`src/pkg/daab_regs.svh`:
```
`ifndef DAAB_REGS_SVH
`define DAAB_REGS_SVH
// ----------------------------------------
// Opcode patterns
// ----------------------------------------
`define DAAB_OP_ADD_LONG_HI 4'hd
`define DAAB_OP_ADD_LONG_LO 8'h02
`define DAAB_OP_IDX_ADD_HI 8'h7e
`define DAAB_OP_LOOP_JUMP 8'hfb
`define DAAB_OP_LOOP_JUMP_B7 1'b1
// ----------------------------------------
// Field positions and modify codes
// ----------------------------------------
`define DAAB_SHIFT_LSB 8
`define DAAB_MOD_NONE 3'h0
`define DAAB_MOD_DEC 3'h1
`define DAAB_MOD_INC 3'h2
`define DAAB_MOD_ADD_R0 3'h3
`define DAAB_MOD_SUB_R0 3'h4
`define DAAB_SUM_RESET 32'h0000_0000
`define DAAB_PC_RESET 16'h0000
`define DAAB_IDX_COUNT 8
`endif

```
`src/pkg/daab_pkg.sv`:
```
package daab_pkg;
    typedef enum logic [3:0] {
        DAAB_FETCH = 4'b0001,
        DAAB_ADD_WORD2 = 4'b0010,
        DAAB_JUMP_WORD2 = 4'b0100,
        DAAB_HALT = 4'b1000
    } daab_state_t;
endpackage : daab_pkg

```
`src/core/daab_idx_file.sv`:
```
`timescale 1ns/1ps
`include "daab_regs.svh"
module daab_idx_file
    import daab_pkg::*;
(
    input wire logic mclk,
    input wire logic rst_n,
    input wire logic wr_en,
    input wire logic [2:0] wr_sel,
    input wire logic [15:0] wr_data,
    input wire logic [2:0] rd_sel,
    output logic [15:0] rd_data,
    output logic [15:0] idx0
);
    logic [15:0] mem_q [`DAAB_IDX_COUNT];
    logic [15:0] rd_q;
    // ----------------------------------------
    // Storage, one word per index register
    // ----------------------------------------
    genvar gi;
    generate
        for (gi = 0; gi < `DAAB_IDX_COUNT; gi++) begin : g_idx
            always_ff @(posedge mclk or negedge rst_n) begin
                if (!rst_n) begin
                    mem_q[gi] <= 16'h0000;
                end else if (wr_en && wr_sel == 3'(gi)) begin
                    mem_q[gi] <= wr_data;
                end
            end
        end
    endgenerate
    // Registered read; write-through keeps same-cycle update visible
    always_ff @(posedge mclk or negedge rst_n) begin
        if (!rst_n) begin
            rd_q <= 16'h0000;
        end else if (wr_en && wr_sel == rd_sel) begin
            rd_q <= wr_data;
        end else begin
            rd_q <= mem_q[rd_sel];
        end
    end
    assign rd_data = rd_q;
    assign idx0 = mem_q[0];
endmodule : daab_idx_file

```
`src/core/daab_core.sv`:
```
`timescale 1ns/1ps
`include "daab_regs.svh"
// Summary of operation
// - Long add: shifted second word into sum, PC+2
// - Short add into selected index register, PC+1
// - Short immediate always unsigned, low bits
// - Index adder separate; sum and flags untouched
// - Index modified whether or not jump taken
// - No modify field means decrement by one
// - Index registers wrap silently modulo 65536
module daab_core
    import daab_pkg::*;
(
    input wire logic mclk,
    input wire logic rstn,
    input wire logic [15:0] instr_word,
    input wire logic instr_valid,
    input wire logic [2:0] index_select,
    input wire logic sign_ext_mode,
    input wire logic saturate_mode,
    output logic instr_taken,
    output logic [15:0] pc,
    output logic [31:0] sum_register,
    output logic carry_flag,
    output logic overflow_flag,
    output logic [15:0] cur_index,
    output logic bad_opcode
);
    // ----------------------------------------
    // Reset release
    // ----------------------------------------
    logic rst_s1_q, rst_s2_q;
    always_ff @(posedge mclk or negedge rstn) begin
        if (!rstn) begin
            rst_s1_q <= 1'b0;
            rst_s2_q <= 1'b0;
        end else begin
            rst_s1_q <= 1'b1;
            rst_s2_q <= rst_s1_q;
        end
    end
    wire rst_n = rst_s2_q;

    // ----------------------------------------
    // State
    // ----------------------------------------
    daab_state_t state_q, state_d;
    logic [15:0] pc_q, pc_d;
    logic [31:0] sum_q, sum_d;
    logic c_q, c_d, ov_q, ov_d;
    logic [3:0] shift_q, shift_d;
    logic [2:0] mod_q, mod_d;
    logic taken_q, taken_d;
    logic bad_q, bad_d;
    logic idx_we;
    logic [15:0] idx_wdata, idx_rd, idx0;

    daab_idx_file u_idx (
        .mclk(mclk),
        .rst_n(rst_n),
        .wr_en(idx_we),
        .wr_sel(index_select),
        .wr_data(idx_wdata),
        .rd_sel(index_select),
        .rd_data(idx_rd),
        .idx0(idx0)
    );

    // ----------------------------------------
    // Long add datapath
    // ----------------------------------------
    // Carry is the unsigned carry out of bit 31; overflow is judged on a
    // sign-extended copy, so each comes from its own add (wide_u, wide_s) over the same operands.
    logic [32:0] ext_k, acc_ext, wide_u, wide_s;
    logic add_c, add_ov;
    logic [31:0] add_sum;
    always_comb begin
        ext_k = sign_ext_mode ? {{17{instr_word[15]}}, instr_word}
                              : {17'h0, instr_word};
        ext_k = ext_k << shift_q;
        acc_ext = {sum_q[31], sum_q};
        wide_u = {1'b0, sum_q} + {1'b0, ext_k[31:0]};
        wide_s = acc_ext + {ext_k[31], ext_k[31:0]};
        add_c = wide_u[32];
        add_ov = wide_s[32] != wide_s[31];
        if (add_ov && saturate_mode) begin
            add_sum = wide_s[32] ? 32'h8000_0000 : 32'h7fff_ffff;
        end else begin
            add_sum = wide_u[31:0];
        end
    end

    // ----------------------------------------
    // Loop step and branch test
    // ----------------------------------------
    // A step of idx0 can jump over zero; the wrap is silent by design.
    logic [15:0] step;
    logic idx_nonzero;
    always_comb begin
        case (mod_q)
            `DAAB_MOD_INC: step = 16'h0001;
            `DAAB_MOD_ADD_R0: step = idx0;
            `DAAB_MOD_SUB_R0: step = 16'h0000 - idx0;
            default: step = 16'hffff;
        endcase
        idx_nonzero = idx_rd != 16'h0000;
    end

    // ----------------------------------------
    // Opcode match
    // ----------------------------------------
    // Only read in FETCH, so a second word never reaches these matches.
    logic is_add_long, is_idx_add, is_loop_jump;
    always_comb begin
        is_add_long = instr_word[15:12] == `DAAB_OP_ADD_LONG_HI
                      && instr_word[7:0] == `DAAB_OP_ADD_LONG_LO;
        is_idx_add = instr_word[15:8] == `DAAB_OP_IDX_ADD_HI;
        is_loop_jump = instr_word[15:8] == `DAAB_OP_LOOP_JUMP && instr_word[7] == `DAAB_OP_LOOP_JUMP_B7;
    end

    // ----------------------------------------
    // Decode and execute
    // ----------------------------------------
    // The index read is registered, so a new instruction is taken only in FETCH;
    // the caller must hold index_select steady between instructions.
    always_comb begin
        state_d = state_q;
        pc_d = pc_q;
        sum_d = sum_q;
        c_d = c_q;
        ov_d = ov_q;
        shift_d = shift_q;
        mod_d = mod_q;
        taken_d = 1'b0;
        bad_d = 1'b0;
        idx_we = 1'b0;
        idx_wdata = idx_rd;
        case (state_q)
            DAAB_FETCH: begin
                if (instr_valid) begin
                    taken_d = 1'b1;
                    if (is_add_long) begin
                        shift_d = instr_word[`DAAB_SHIFT_LSB +: 4];
                        state_d = DAAB_ADD_WORD2;
                    end else if (is_idx_add) begin
                        idx_we = 1'b1;
                        idx_wdata = idx_rd + {8'h00, instr_word[7:0]};
                        pc_d = pc_q + 16'h0001;
                    end else if (is_loop_jump) begin
                        // Field zero means none given: decrement
                        mod_d = (instr_word[6:4] == `DAAB_MOD_NONE) ? `DAAB_MOD_DEC : instr_word[6:4];
                        state_d = DAAB_JUMP_WORD2;
                    end else begin
                        bad_d = 1'b1;
                        pc_d = pc_q + 16'h0001;
                    end
                end
            end
            DAAB_ADD_WORD2: begin
                if (instr_valid) begin
                    taken_d = 1'b1;
                    c_d = add_c;
                    ov_d = add_ov;
                    sum_d = add_sum;
                    pc_d = pc_q + 16'h0002;
                    state_d = DAAB_FETCH;
                end
            end
            DAAB_JUMP_WORD2: begin
                if (instr_valid) begin
                    taken_d = 1'b1;
                    pc_d = idx_nonzero ? instr_word : pc_q + 16'h0002;
                    idx_we = 1'b1;
                    idx_wdata = idx_rd + step;
                    state_d = DAAB_FETCH;
                end
            end
            default: begin
                state_d = DAAB_FETCH;
            end
        endcase
    end

    // ----------------------------------------
    // Registers
    // ----------------------------------------
    // Index words live in u_idx so that their read stays registered
    always_ff @(posedge mclk or negedge rst_n) begin
        if (!rst_n) begin
            state_q <= DAAB_FETCH;
            pc_q <= `DAAB_PC_RESET;
            sum_q <= `DAAB_SUM_RESET;
            c_q <= 1'b0;
            ov_q <= 1'b0;
            shift_q <= 4'h0;
            mod_q <= 3'h0;
            taken_q <= 1'b0;
            bad_q <= 1'b0;
        end else begin
            state_q <= state_d;
            pc_q <= pc_d;
            sum_q <= sum_d;
            c_q <= c_d;
            ov_q <= ov_d;
            shift_q <= shift_d;
            mod_q <= mod_d;
            taken_q <= taken_d;
            bad_q <= bad_d;
        end
    end

    // ----------------------------------------
    // Outputs
    // ----------------------------------------
    assign pc = pc_q;
    assign sum_register = sum_q;
    assign carry_flag = c_q;
    assign overflow_flag = ov_q;
    assign cur_index = idx_rd;
    assign instr_taken = taken_q;
    assign bad_opcode = bad_q;
endmodule : daab_core

```
`config.mk`:
```
export PLATFORM = sky130hd
export DESIGN_NAME = daab_core
export DESIGN_NICKNAME = d
export VERILOG_FILES = /design/src/pkg/daab_pkg.sv /design/src/core/daab_idx_file.sv /design/src/core/daab_core.sv
export VERILOG_INCLUDE_DIRS = /design/src /design/src/pkg
export SDC_FILE = /design/constraint.sdc
export NUM_CORES = 1
export LEC_CHECK = 0
export BUFFER_PORTS_ARGS = -buffer_cell sky130_fd_sc_hd__buf_4
export CELL_PAD_IN_SITES_DETAIL_PLACEMENT = 0
export CELL_PAD_IN_SITES_GLOBAL_PLACEMENT = 1
export CORE_MARGIN = 5
export CORE_UTILIZATION = 48
export DETAILED_ROUTE_END_ITERATION = 8
export HOLD_SLACK_MARGIN = 0.15
export MAX_ROUTING_LAYER = met4
export PLACE_DENSITY_LB_ADDON = 0.1
export SLEW_MARGIN = 20
export SYNTH_ARGS = -nofsm -noshare
export SYNTH_HDL_FRONTEND = slang
export SYNTH_SLANG_ARGS = --single-unit
```
`constraint.sdc`:
```
create_clock -name mclk -period 7 [get_ports mclk]
set_clock_uncertainty 0.2 [all_clocks]
set_input_delay 0 -clock mclk [delete_from_list [all_inputs] [get_ports mclk]]
set_output_delay 0 -clock mclk [all_outputs]
set_load 0.02 [all_outputs]
```
Word-level counts from Yosys, hierarchy flattened
Cells that the tools add are included.
Cells by class
  add/sub/neg operators: 7
  order comparisons: 1
  equal/unequal tests: 26
  shifts and indexed selects: 1
  multiplexer cells: 39
  bitwise gates (word level): 3
  reduce and logical (&&, ||, !) cells: 22
Operators with widths (number)
  16-bit two-way mux: 14
  16-bit case mux with 3 select lines: 2
  32-bit by 32-bit adder with 33-bit output: 2
  32-bit two-way mux: 2
  16-bit binary-select mux with 3-bit select: 1
  33-bit two-way mux: 1
  33-bit by 4-bit << shifter with 32-bit output: 1
  16-bit case mux with 2 select lines: 1
  4-bit two-way mux: 5
  16-bit by 1-bit adder with 16-bit output, second input constant: 1
  16-bit adder: 1
  16-bit by 2-bit adder with 16-bit output, second input constant: 1
  16-bit by 8-bit adder with 16-bit output: 1
  16-bit nonzero test: 1
  1-bit by 16-bit subtractor with 16-bit output, first input constant: 1
  3-bit == test, second input constant: 5
  3-bit by 2-bit == test with 1-bit output, second input constant: 4
  1-bit logical AND: 11
  1-bit two-way mux: 10
  3-bit inequality test, second input constant: 3
  8-bit by 2-bit == test with 1-bit output, second input constant: 1
  8-bit by 7-bit == test with 1-bit output, second input constant: 1
  8-bit == test, second input constant: 1
  2-bit inequality test, second input constant: 4
  22 further kinds: 24
Storage, ports and cells
  register bits: 209
  input port bits: 24
  output and inout port bits: 68
  logic and storage cells: 119

Longest topological paths before layout
Gate-level depths: netlist of run 1.
  depth after elaboration: 7
  depth in mapped cells: 19

Hierarchy
Synthesis of run 1 repeated with hierarchy kept, for this count alone.
Second synthesis, totals
  cell total of the unflattened synthesis: 1430
  area total of the unflattened synthesis: 14466.4 µm²
By module, submodules not included
  daab_core: instances 1, cells an instance 1041, area each 7776.2 µm², sequential area each 1602.8 µm²
  daab_idx_file: instances 1, cells an instance 389, area each 6690.2 µm², sequential area each 3603.5 µm²

Worst setup path before layout of run 1
No wires, ideal clock.
  path kind: reg-to-reg
  start: register shift_q[0]
  end: register sum_q[1] (netlist: sum_register[1])
  arrival time: 4.022 ns
  data required time: 6.732 ns
  path slack: 2.710 ns
  stages on the path, launching flop included: 15
  buffers on the path: 3
  cells stage by stage: dfrtp_1 -> clkbuf_1 -> buf_1 -> mux2i_1 -> or4_1 -> fa_1 -> nand2b_1 -> a21o_1 -> a211o_1 -> a211oi_2 -> nor3_1 -> or3b_4 -> o311ai_4 -> buf_6 -> o221a_1
Between the ends
  word-level cells in the longest chain between the ends: 5
Ends and longest elaborated chain
  from (decl): line daab_core.sv:51  | logic [3:0] shift_q, shift_d;
  from (signal assigned): line daab_core.sv:205  | shift_q <= shift_d;
  33-bit by 4-bit << shifter with 32-bit output (*): line daab_core.sv:80  | ext_k = ext_k << shift_q;
  32-bit by 32-bit adder with 33-bit output: line daab_core.sv:83  | wide_s = acc_ext + {ext_k[31], ext_k[31:0]};
  1-bit inequality test: line daab_core.sv:85  | add_ov = wide_s[32] != wide_s[31];
  1-bit logical AND: line daab_core.sv:86  | if (add_ov && saturate_mode) begin
  32-bit two-way mux (*): line daab_core.sv:86
  to (signal assigned): line daab_core.sv:192  | sum_q <= `DAAB_SUM_RESET;
  to (signal assigned): line daab_core.sv:202  | sum_q <= sum_d;
  to (decl): line daab_core.sv:49  | logic [31:0] sum_q, sum_d;
Mark *: on every way between the ends. The rest lies on a longest branch, timed or not.
A chain may end at the register's enable or synchronous reset.

Worst setup path in the final report of run 1
  start: register shift_q[0]
  end: register sum_q[8] (netlist: sum_register[8])
Same word-level chain as after synthesis.

==> results of run 1 <==
[per-stage QoR]
stage                     cells  total power, mW  instance area (sq um)  utilization  setup WS, ns
final                      2039             3.18                  16200        0.565          1.61
after global placement     1945             1.79                  14900        0.518          1.82
after floorplan            1554             1.64                  14000            -         0.576
after global routing       2039             3.32                  16200        0.565          1.29
after CTS                  2038             3.21                  16200        0.565          1.73
after detailed placement   1946             1.80                  14900        0.518          1.74
[cells in the final DEF, fill, tap and decap left out, types with 29 or more instances in the layout]
master / netlist / final
inv_1: 31 / 31
a21oi_1: 165 / 165
o221a_1: 31 / 31
a211oi_1: 30 / 30
dlygate4sd3_1: 0 / 43
nor3_1: 35 / 35
mux4_2: 33 / 33
dfrtp_1: 207 / 206
o21ai_1: 29 / 29
nor2_1: 144 / 144
nand2_1: 176 / 176
buf_4: 0 / 109
o21ai_0: 108 / 108
ha_1: 61 / 61
xnor2_1: 36 / 36
[layer usage]
| layer | track usage | vias up | wire [um] |
|---|---|---|---|
| li1 | - | 5929 | - |
| met1 | 0.324 | 5936 | 17800 |
| met2 | 0.416 | 260 | 19600 |
| met3 | 0.0379 | 87 | 1720 |
| met4 | 0.0720 | 0 | 1180 |
| met5 | - | - | 0 |
[area by class of cell]
cell class                      count  share of cell area
Sequential cell                   208               0.321
Inverter                           31             0.00717
Timing Repair Buffer              156              0.0800
Clock inverter                     15              0.0101
Tap cell                          384              0.0296
Clock buffer                       33              0.0449
Multi-Input combinational cell   1212               0.507
[report_power, final]
part,switching [mW],total [mW],internal (mW)
clock network,0.537,1.38,0.846
logic,0.298,0.513,0.215
registers,0.0461,1.28,1.23
[kinds of logic after synthesis]
| kind of cell | count (synthesis) | share of synthesized area |
|---|---|---|
| AOI/OAI and AO/OA | 515 | 0.242 |
| xor gates and xnor gates | 62 | 0.0389 |
| adders and majority gates | 64 | 0.0590 |
| buffers and inverters | 134 | 0.0386 |
| DFF | 208 | 0.373 |
| muxes | 73 | 0.0831 |
| other | 1 | 0.000269 |
| and+or+nand+nor | 497 | 0.165 |
[worst max-delay path by stage]
stage                    start          endpoint  cells past startpoint
floorplan                rst_n        bad_opcode                      0
global placement    shift_q[1]   sum_register[1]                     15
CTS                 shift_q[1]   sum_register[8]                     15
global route        shift_q[1]  sum_register[17]                     15
detailed placement  shift_q[1]   sum_register[8]                     15
finish              shift_q[0]   sum_register[8]                     15
[critical path, delay by kind of cell (launching register included)]
kind	cells	cell delay [ns]
buf+inv	1	0.36
compound gates	6	1.62
mux	2	0.56
fa+ha+maj	1	0.45
simple gates	5	1.14
flops	1	0.98
[state kept, by name, indices dropped and copies added (netlist names)]
signal and flops:
state_q 3, u_idx.mem_q 112, sum_register 32, u_idx.rd_data 16, mod_q 3, carry_flag 1, shift_q 4, rst_s1_q 1
pc 16, instr_taken 1, rst_n 1, overflow_flag 1, bad_opcode 1, u_idx.idx0 16
[synth_stat cells, drive strengths merged (6+ instances only)]
cell type,count,area (sq um)
nand2b,10,62.6
o22ai,9,56.3
and2,9,56.3
mux2,13,146
a22oi,15,113
nor4,14,93.8
a21o,26,195
a31oi,14,87.6
o31ai,13,151
a221oi,14,129
a211oi,31,238
nand2,176,661
buf,21,115
nor2b,22,138
nor3,36,185
ha,61,763
o21ai,137,686
nand3,27,135
mux2i,27,270
or2,6,37.5
nand4,14,87.6
nor2,144,541
xor2,26,228
a21oi,167,851
o21bai,7,52.6
xnor2,36,315
mux4,33,743
clkbuf,82,308
nor3b,6,45.0
inv,31,116
dfrtp,207,5180
and3,9,56.3
o221a,31,349
==> impl_metrics.yaml, run 1 <==
cells_and_area:
  area_delta_synth_final_pct: 16.3
  num_antenna_cells: 0
  fillers: 2628
  drive_gt1_frac: 0.141
  finalNetCount: 1723
  multiInputGateArea_sq_mm: 0.00823
  regArea_sq_mm: 0.00521
setup_path:
  cp_slowest_cell: "dfrtp_1"
  crit_path_frequent_cell: "a21oi_1"
  critical_path_class: "flop to flop"
  cpPeakStageDelay_ns: 0.98
  cp_data_arrival_time_ns: 5.66
  regToRegEndpoint: "sum_register[8]"
  reg2reg_depth: 15
  crit_path_end_kind: "flop"
  cp_max_fo: 26
  crit_chain: "mux2_2, a21oi_1, nor2_1, a21oi_1, mux2i_1, ha_1, nand2_1, nor4_1, o21ai_0, a211oi_2, nor3_1, or3b_4, o311ai_4, buf_4, o221a_1"
  reg2reg_setup_slack_ns: 1.61
  required_ns: 7.27
  startpoint_type: "flop"
  reg2reg_from: "shift_q[0]"
clock_tree:
  holdBufCountCts: 44
  cts_tree: "done"
  htree_levels: 1
  clk_latency_ns: 0.53
  cts.sink_count: 208
  numCtsBuffers: 26
  clkSlewWorstSetupHoldPaths_ns: 0.07
  cts_resized: 0
  post-cts-setup-buffer-count: 0
  clockRootBuffer: "clkbuf_16"
  clockBufferDepth: 3
timing:
  setup_viol: 0
  fin_crit_ns: 5.39
  hold_slack_ns: 0.150
  fmax_mhz: 186
  tightestPinTransition_ns: 1.05
  slew_viol_final: 0
  slew_headroom: 0.297
  fin_crit_sh: 0.770
  hold_viol_final: 0
  fin_setup_tns_ns: 0
  rsz0062_at_grt: "no"
power:
  power.density_mw_per_mm2: 196
  p_leak_nw: 7.02
  peakVddDrop_mv: 0.153
global_route:
  track_usage: 0.252
  grt_pass1_wl_um: 66200
  grt_max_degree: 168
  grt_pass1_vias: 12300
  grt_overflow: 0
  antenna_found_initial: 0
synth:
  async_flop_share: 1.00
  synth_flop_cell: "dfrtp_1"
  avgSynthCellArea_sq_um: 8.98
  synth_area_sq_mm: 0.0140
  seq_area_frac_synth: 0.373
  syn-num-nets: 1642
  ys_ff_latch: 208
  synthCells: 1554
  ys_warn_count: 0
  synth_cell_type_count: 87
  synth_edf_count: 0
floorplanning:
  placementRows: 62
  initial_utilization: 0.486
  fp.coreArea_sq_mm: 0.0287
  die_area_sq_mm: 0.0326
  die_w_um: 181
  die_h_um: 181
  ios: 92
drt:
  avgRoutedWirePerCell_um: 19.8
  drc: 0
  ant_nets: 0
  vias_per_cell: 5.99
  via_count: 12200
  wirelength_um: 40300
  drt_first_pass_iters: 5
  drt-initial-drc-count: 755
status:
  status: "finished, final reports clean"
hold_path:
  hp-class: "flop to flop"
  holdPathStages: 0
  hold_path_end: "rst_n"
  min_from: "rst_s1_q"
placement:
  place_hpwl_um: 29200
  place.port_buffers: 91
  gp_congestion: 0.945
flow_run:
  maxCapViolations: 0
(Power assumes the default switching activity.)
==> run 2, diff against run 1 <==
--- a/config.mk
+++ b/config.mk
@@ -10,7 +10,7 @@
 export CELL_PAD_IN_SITES_DETAIL_PLACEMENT = 0
 export CELL_PAD_IN_SITES_GLOBAL_PLACEMENT = 1
 export CORE_MARGIN = 5
-export CORE_UTILIZATION = 48
+export CORE_UTILIZATION = 43
 export DETAILED_ROUTE_END_ITERATION = 8
 export HOLD_SLACK_MARGIN = 0.15
 export MAX_ROUTING_LAYER = met4
==> constraint.sdc (replaced) <==
create_clock -name mclk -period 4.5 [get_ports mclk]
set_clock_uncertainty 0.2 [all_clocks]
set_input_delay 0 -clock mclk [delete_from_list [all_inputs] [get_ports mclk]]
set_output_delay 0 -clock mclk [all_outputs]
set_load 0.02 [all_outputs]
==> run 2 against run 1 <==
  * Via count grew 1.8%
  * First-iteration DRC count grew 17%
  * Sequential share of layout area is 1.3 points lower
  * Sequential power grew 56%
  * Register-to-register slack lost 1.5 ns
  * Final cell count up 5.6%
  * Clock power grew 51%
  * Highest routed layer unchanged
  * Sequential cell count unchanged
  * Combinational power increased by 64%
==> impl_metrics.yaml, run 2 (same netlist as run 1, synthesis figures left out) <==
status:
  status: "finished, final reports clean"
floorplanning:
  die_w_um: 190
  placementRows: 66
  fp.coreArea_sq_mm: 0.0323
  initial_utilization: 0.432
  die_area_sq_mm: 0.0362
  ios: 92
  die_h_um: 190
setup_path:
  critical_path_class: "flop to flop"
  reg2reg_setup_slack_ns: 0.1
  crit_path_end_kind: "flop"
  cp_max_fo: 10
  startpoint_type: "flop"
  cp_data_arrival_time_ns: 4.68
  reg2reg_depth: 14
  required_ns: 4.78
  reg2reg_from: "shift_q[0]"
  regToRegEndpoint: "sum_register[20]"
timing:
  tightestPinTransition_ns: 0.944
  slew_headroom: 0.368
  fin_crit_ns: 4.40
  fin_crit_sh: 0.979
  fmax_mhz: 227
  hold_viol_final: 0
  fin_setup_tns_ns: 0
  hold_slack_ns: 0.147
  slew_viol_final: 0
  setup_viol: 0
  worst_slack_ns: 0.0966
cells_and_area:
  num_antenna_cells: 0
  layout_common_cells: "dfrtp_1 (204), nand2_1 (176), a21oi_1 (163), buf_4 (161), nor2_1 (144)"
  mostFrequentLayoutCell: "dfrtp_1"
  regMostFlops: "u_idx.mem_q"
  fillers: 3015
  regArea_sq_mm: 0.00521
  multiInputGateArea_sq_mm: 0.00836
  instances_no_fill: 2153
  area_delta_synth_final_pct: 21.1
  largest_reg_flops: 112
  drive_gt1_frac: 0.184
  finalNetCount: 1782
placement:
  pre_cts_ws_ns: -0.00199
  dp.cells: 2050
  place_hpwl_um: 31200
  gp_congestion: 0.907
  place.port_buffers: 91
drt:
  avgRoutedWirePerCell_um: 20.2
  via_count: 12400
  drc: 0
  drt-initial-drc-count: 886
  ant_nets: 0
  wirelength_um: 43500
  vias_per_cell: 5.78
  drt_first_pass_iters: 5
hold_path:
  hp-class: "flop to flop"
  min_from: "rst_s1_q"
  hold_path_end: "rst_n"
  holdPathStages: 0
global_route:
  track_usage: 0.242
  grt_overflow: 0
  antenna_found_initial: 0
  grt_pass1_vias: 12300
  grt_max_degree: 74
  grt_pass1_wl_um: 69400
clock_tree:
  clk_latency_ns: 0.55
  numCtsBuffers: 25
  cts_tree: "done"
  cts.sink_count: 208
  htree_levels: 1
  clockRootBuffer: "clkbuf_16"
  clockBufferDepth: 3
  clkSlewWorstSetupHoldPaths_ns: 0.06
flow_run:
  maxCapViolations: 0
power:
  power.density_mw_per_mm2: 292
  peakVddDrop_mv: 0.294
  p_leak_nw: 7.33
run 2: cell count changes in the layout (fill, tap and decap cells not counted), sizes merged:
cell,change
inv,+1
clkinv,-5
buf,+60
clkinvlp,+1
clkbuf,-1
run 2: metal layers:
layer / vias to the layer above / track usage / part of all wire
met5: - / - / 0
met4: 0 / 0.0597 / 0.026
met3: 70 / 0.0217 / 0.032
met2: 248 / 0.402 / 0.48
met1: 6074 / 0.325 / 0.46
li1: 6042 / - / -
run 2: worst max-delay path: stages, from the launching register on:
cell and delay, ns:
dfrtp_2 0.46, buf_4 0.20, mux2i_2 0.19, or4_4 0.45, fa_1 0.44, nand2b_1 0.18, a21o_1 0.20, a211o_1 0.33
a211oi_2 0.30, nor3_2 0.08, or3b_4 0.41, o311ai_4 0.36, buf_6 0.18, buf_6 0.15, o221a_1 0.19
run 2: cell type report:
type | instances | area share
Sequential cell | 208 | 0.308
Multi-Input combinational cell | 1212 | 0.495
Clock buffer | 32 | 0.0403
Inverter | 31 | 0.00688
Clock inverter | 12 | 0.00962
Timing Repair Buffer | 216 | 0.107
Tap cell | 442 | 0.0327
run 2: power by group:
| group | switching [mW] | leakage [nW] | internal [mW] | total (mW) |
|---|---|---|---|---|
| sequential | 0.0785 | 2.83 | 1.92 | 2.00 |
| clock | 0.847 | 0.399 | 1.25 | 2.09 |
| combinational | 0.478 | 4.10 | 0.364 | 0.842 |
run 2: repair_timing:
item | in CTS | in global routing
cloned | 0 | 3
hold endpoints to repair | 162 | 0
hold buffers | 43 | 0
setup buffers | 0 | 13
pin swaps | 0 | 15
gates resized for setup | 1 | 40
endpoints found under the setup margin | 1 | 51
run 2: worst max path at each step:
stage	start	end	slack (ns)	cells past startpoint
after floorplan	shift_q[0]	sum_register[1]	0.21	14
after global placement	u_idx.idx0[2]	u_idx.rd_data[13]	-0.02	14
after detailed placement	u_idx.idx0[2]	u_idx.mem_q[109]	-0.002	14
after CTS	shift_q[0]	sum_register[15]	0.008	16
after global routing	shift_q[0]	sum_register[27]	-0.04	18
final	shift_q[0]	sum_register[20]	0.1	14
run 2: through the flow:
step | power (mW) | util | instance area, sq um
CTS | 4.97 | 0.514 | 16600
floorplan | 2.55 | - | 14000
detailed placement | 2.83 | 0.474 | 15300
finish | 4.93 | 0.523 | 16900
global route | 5.15 | 0.523 | 16900
global placement | 2.83 | 0.474 | 15300
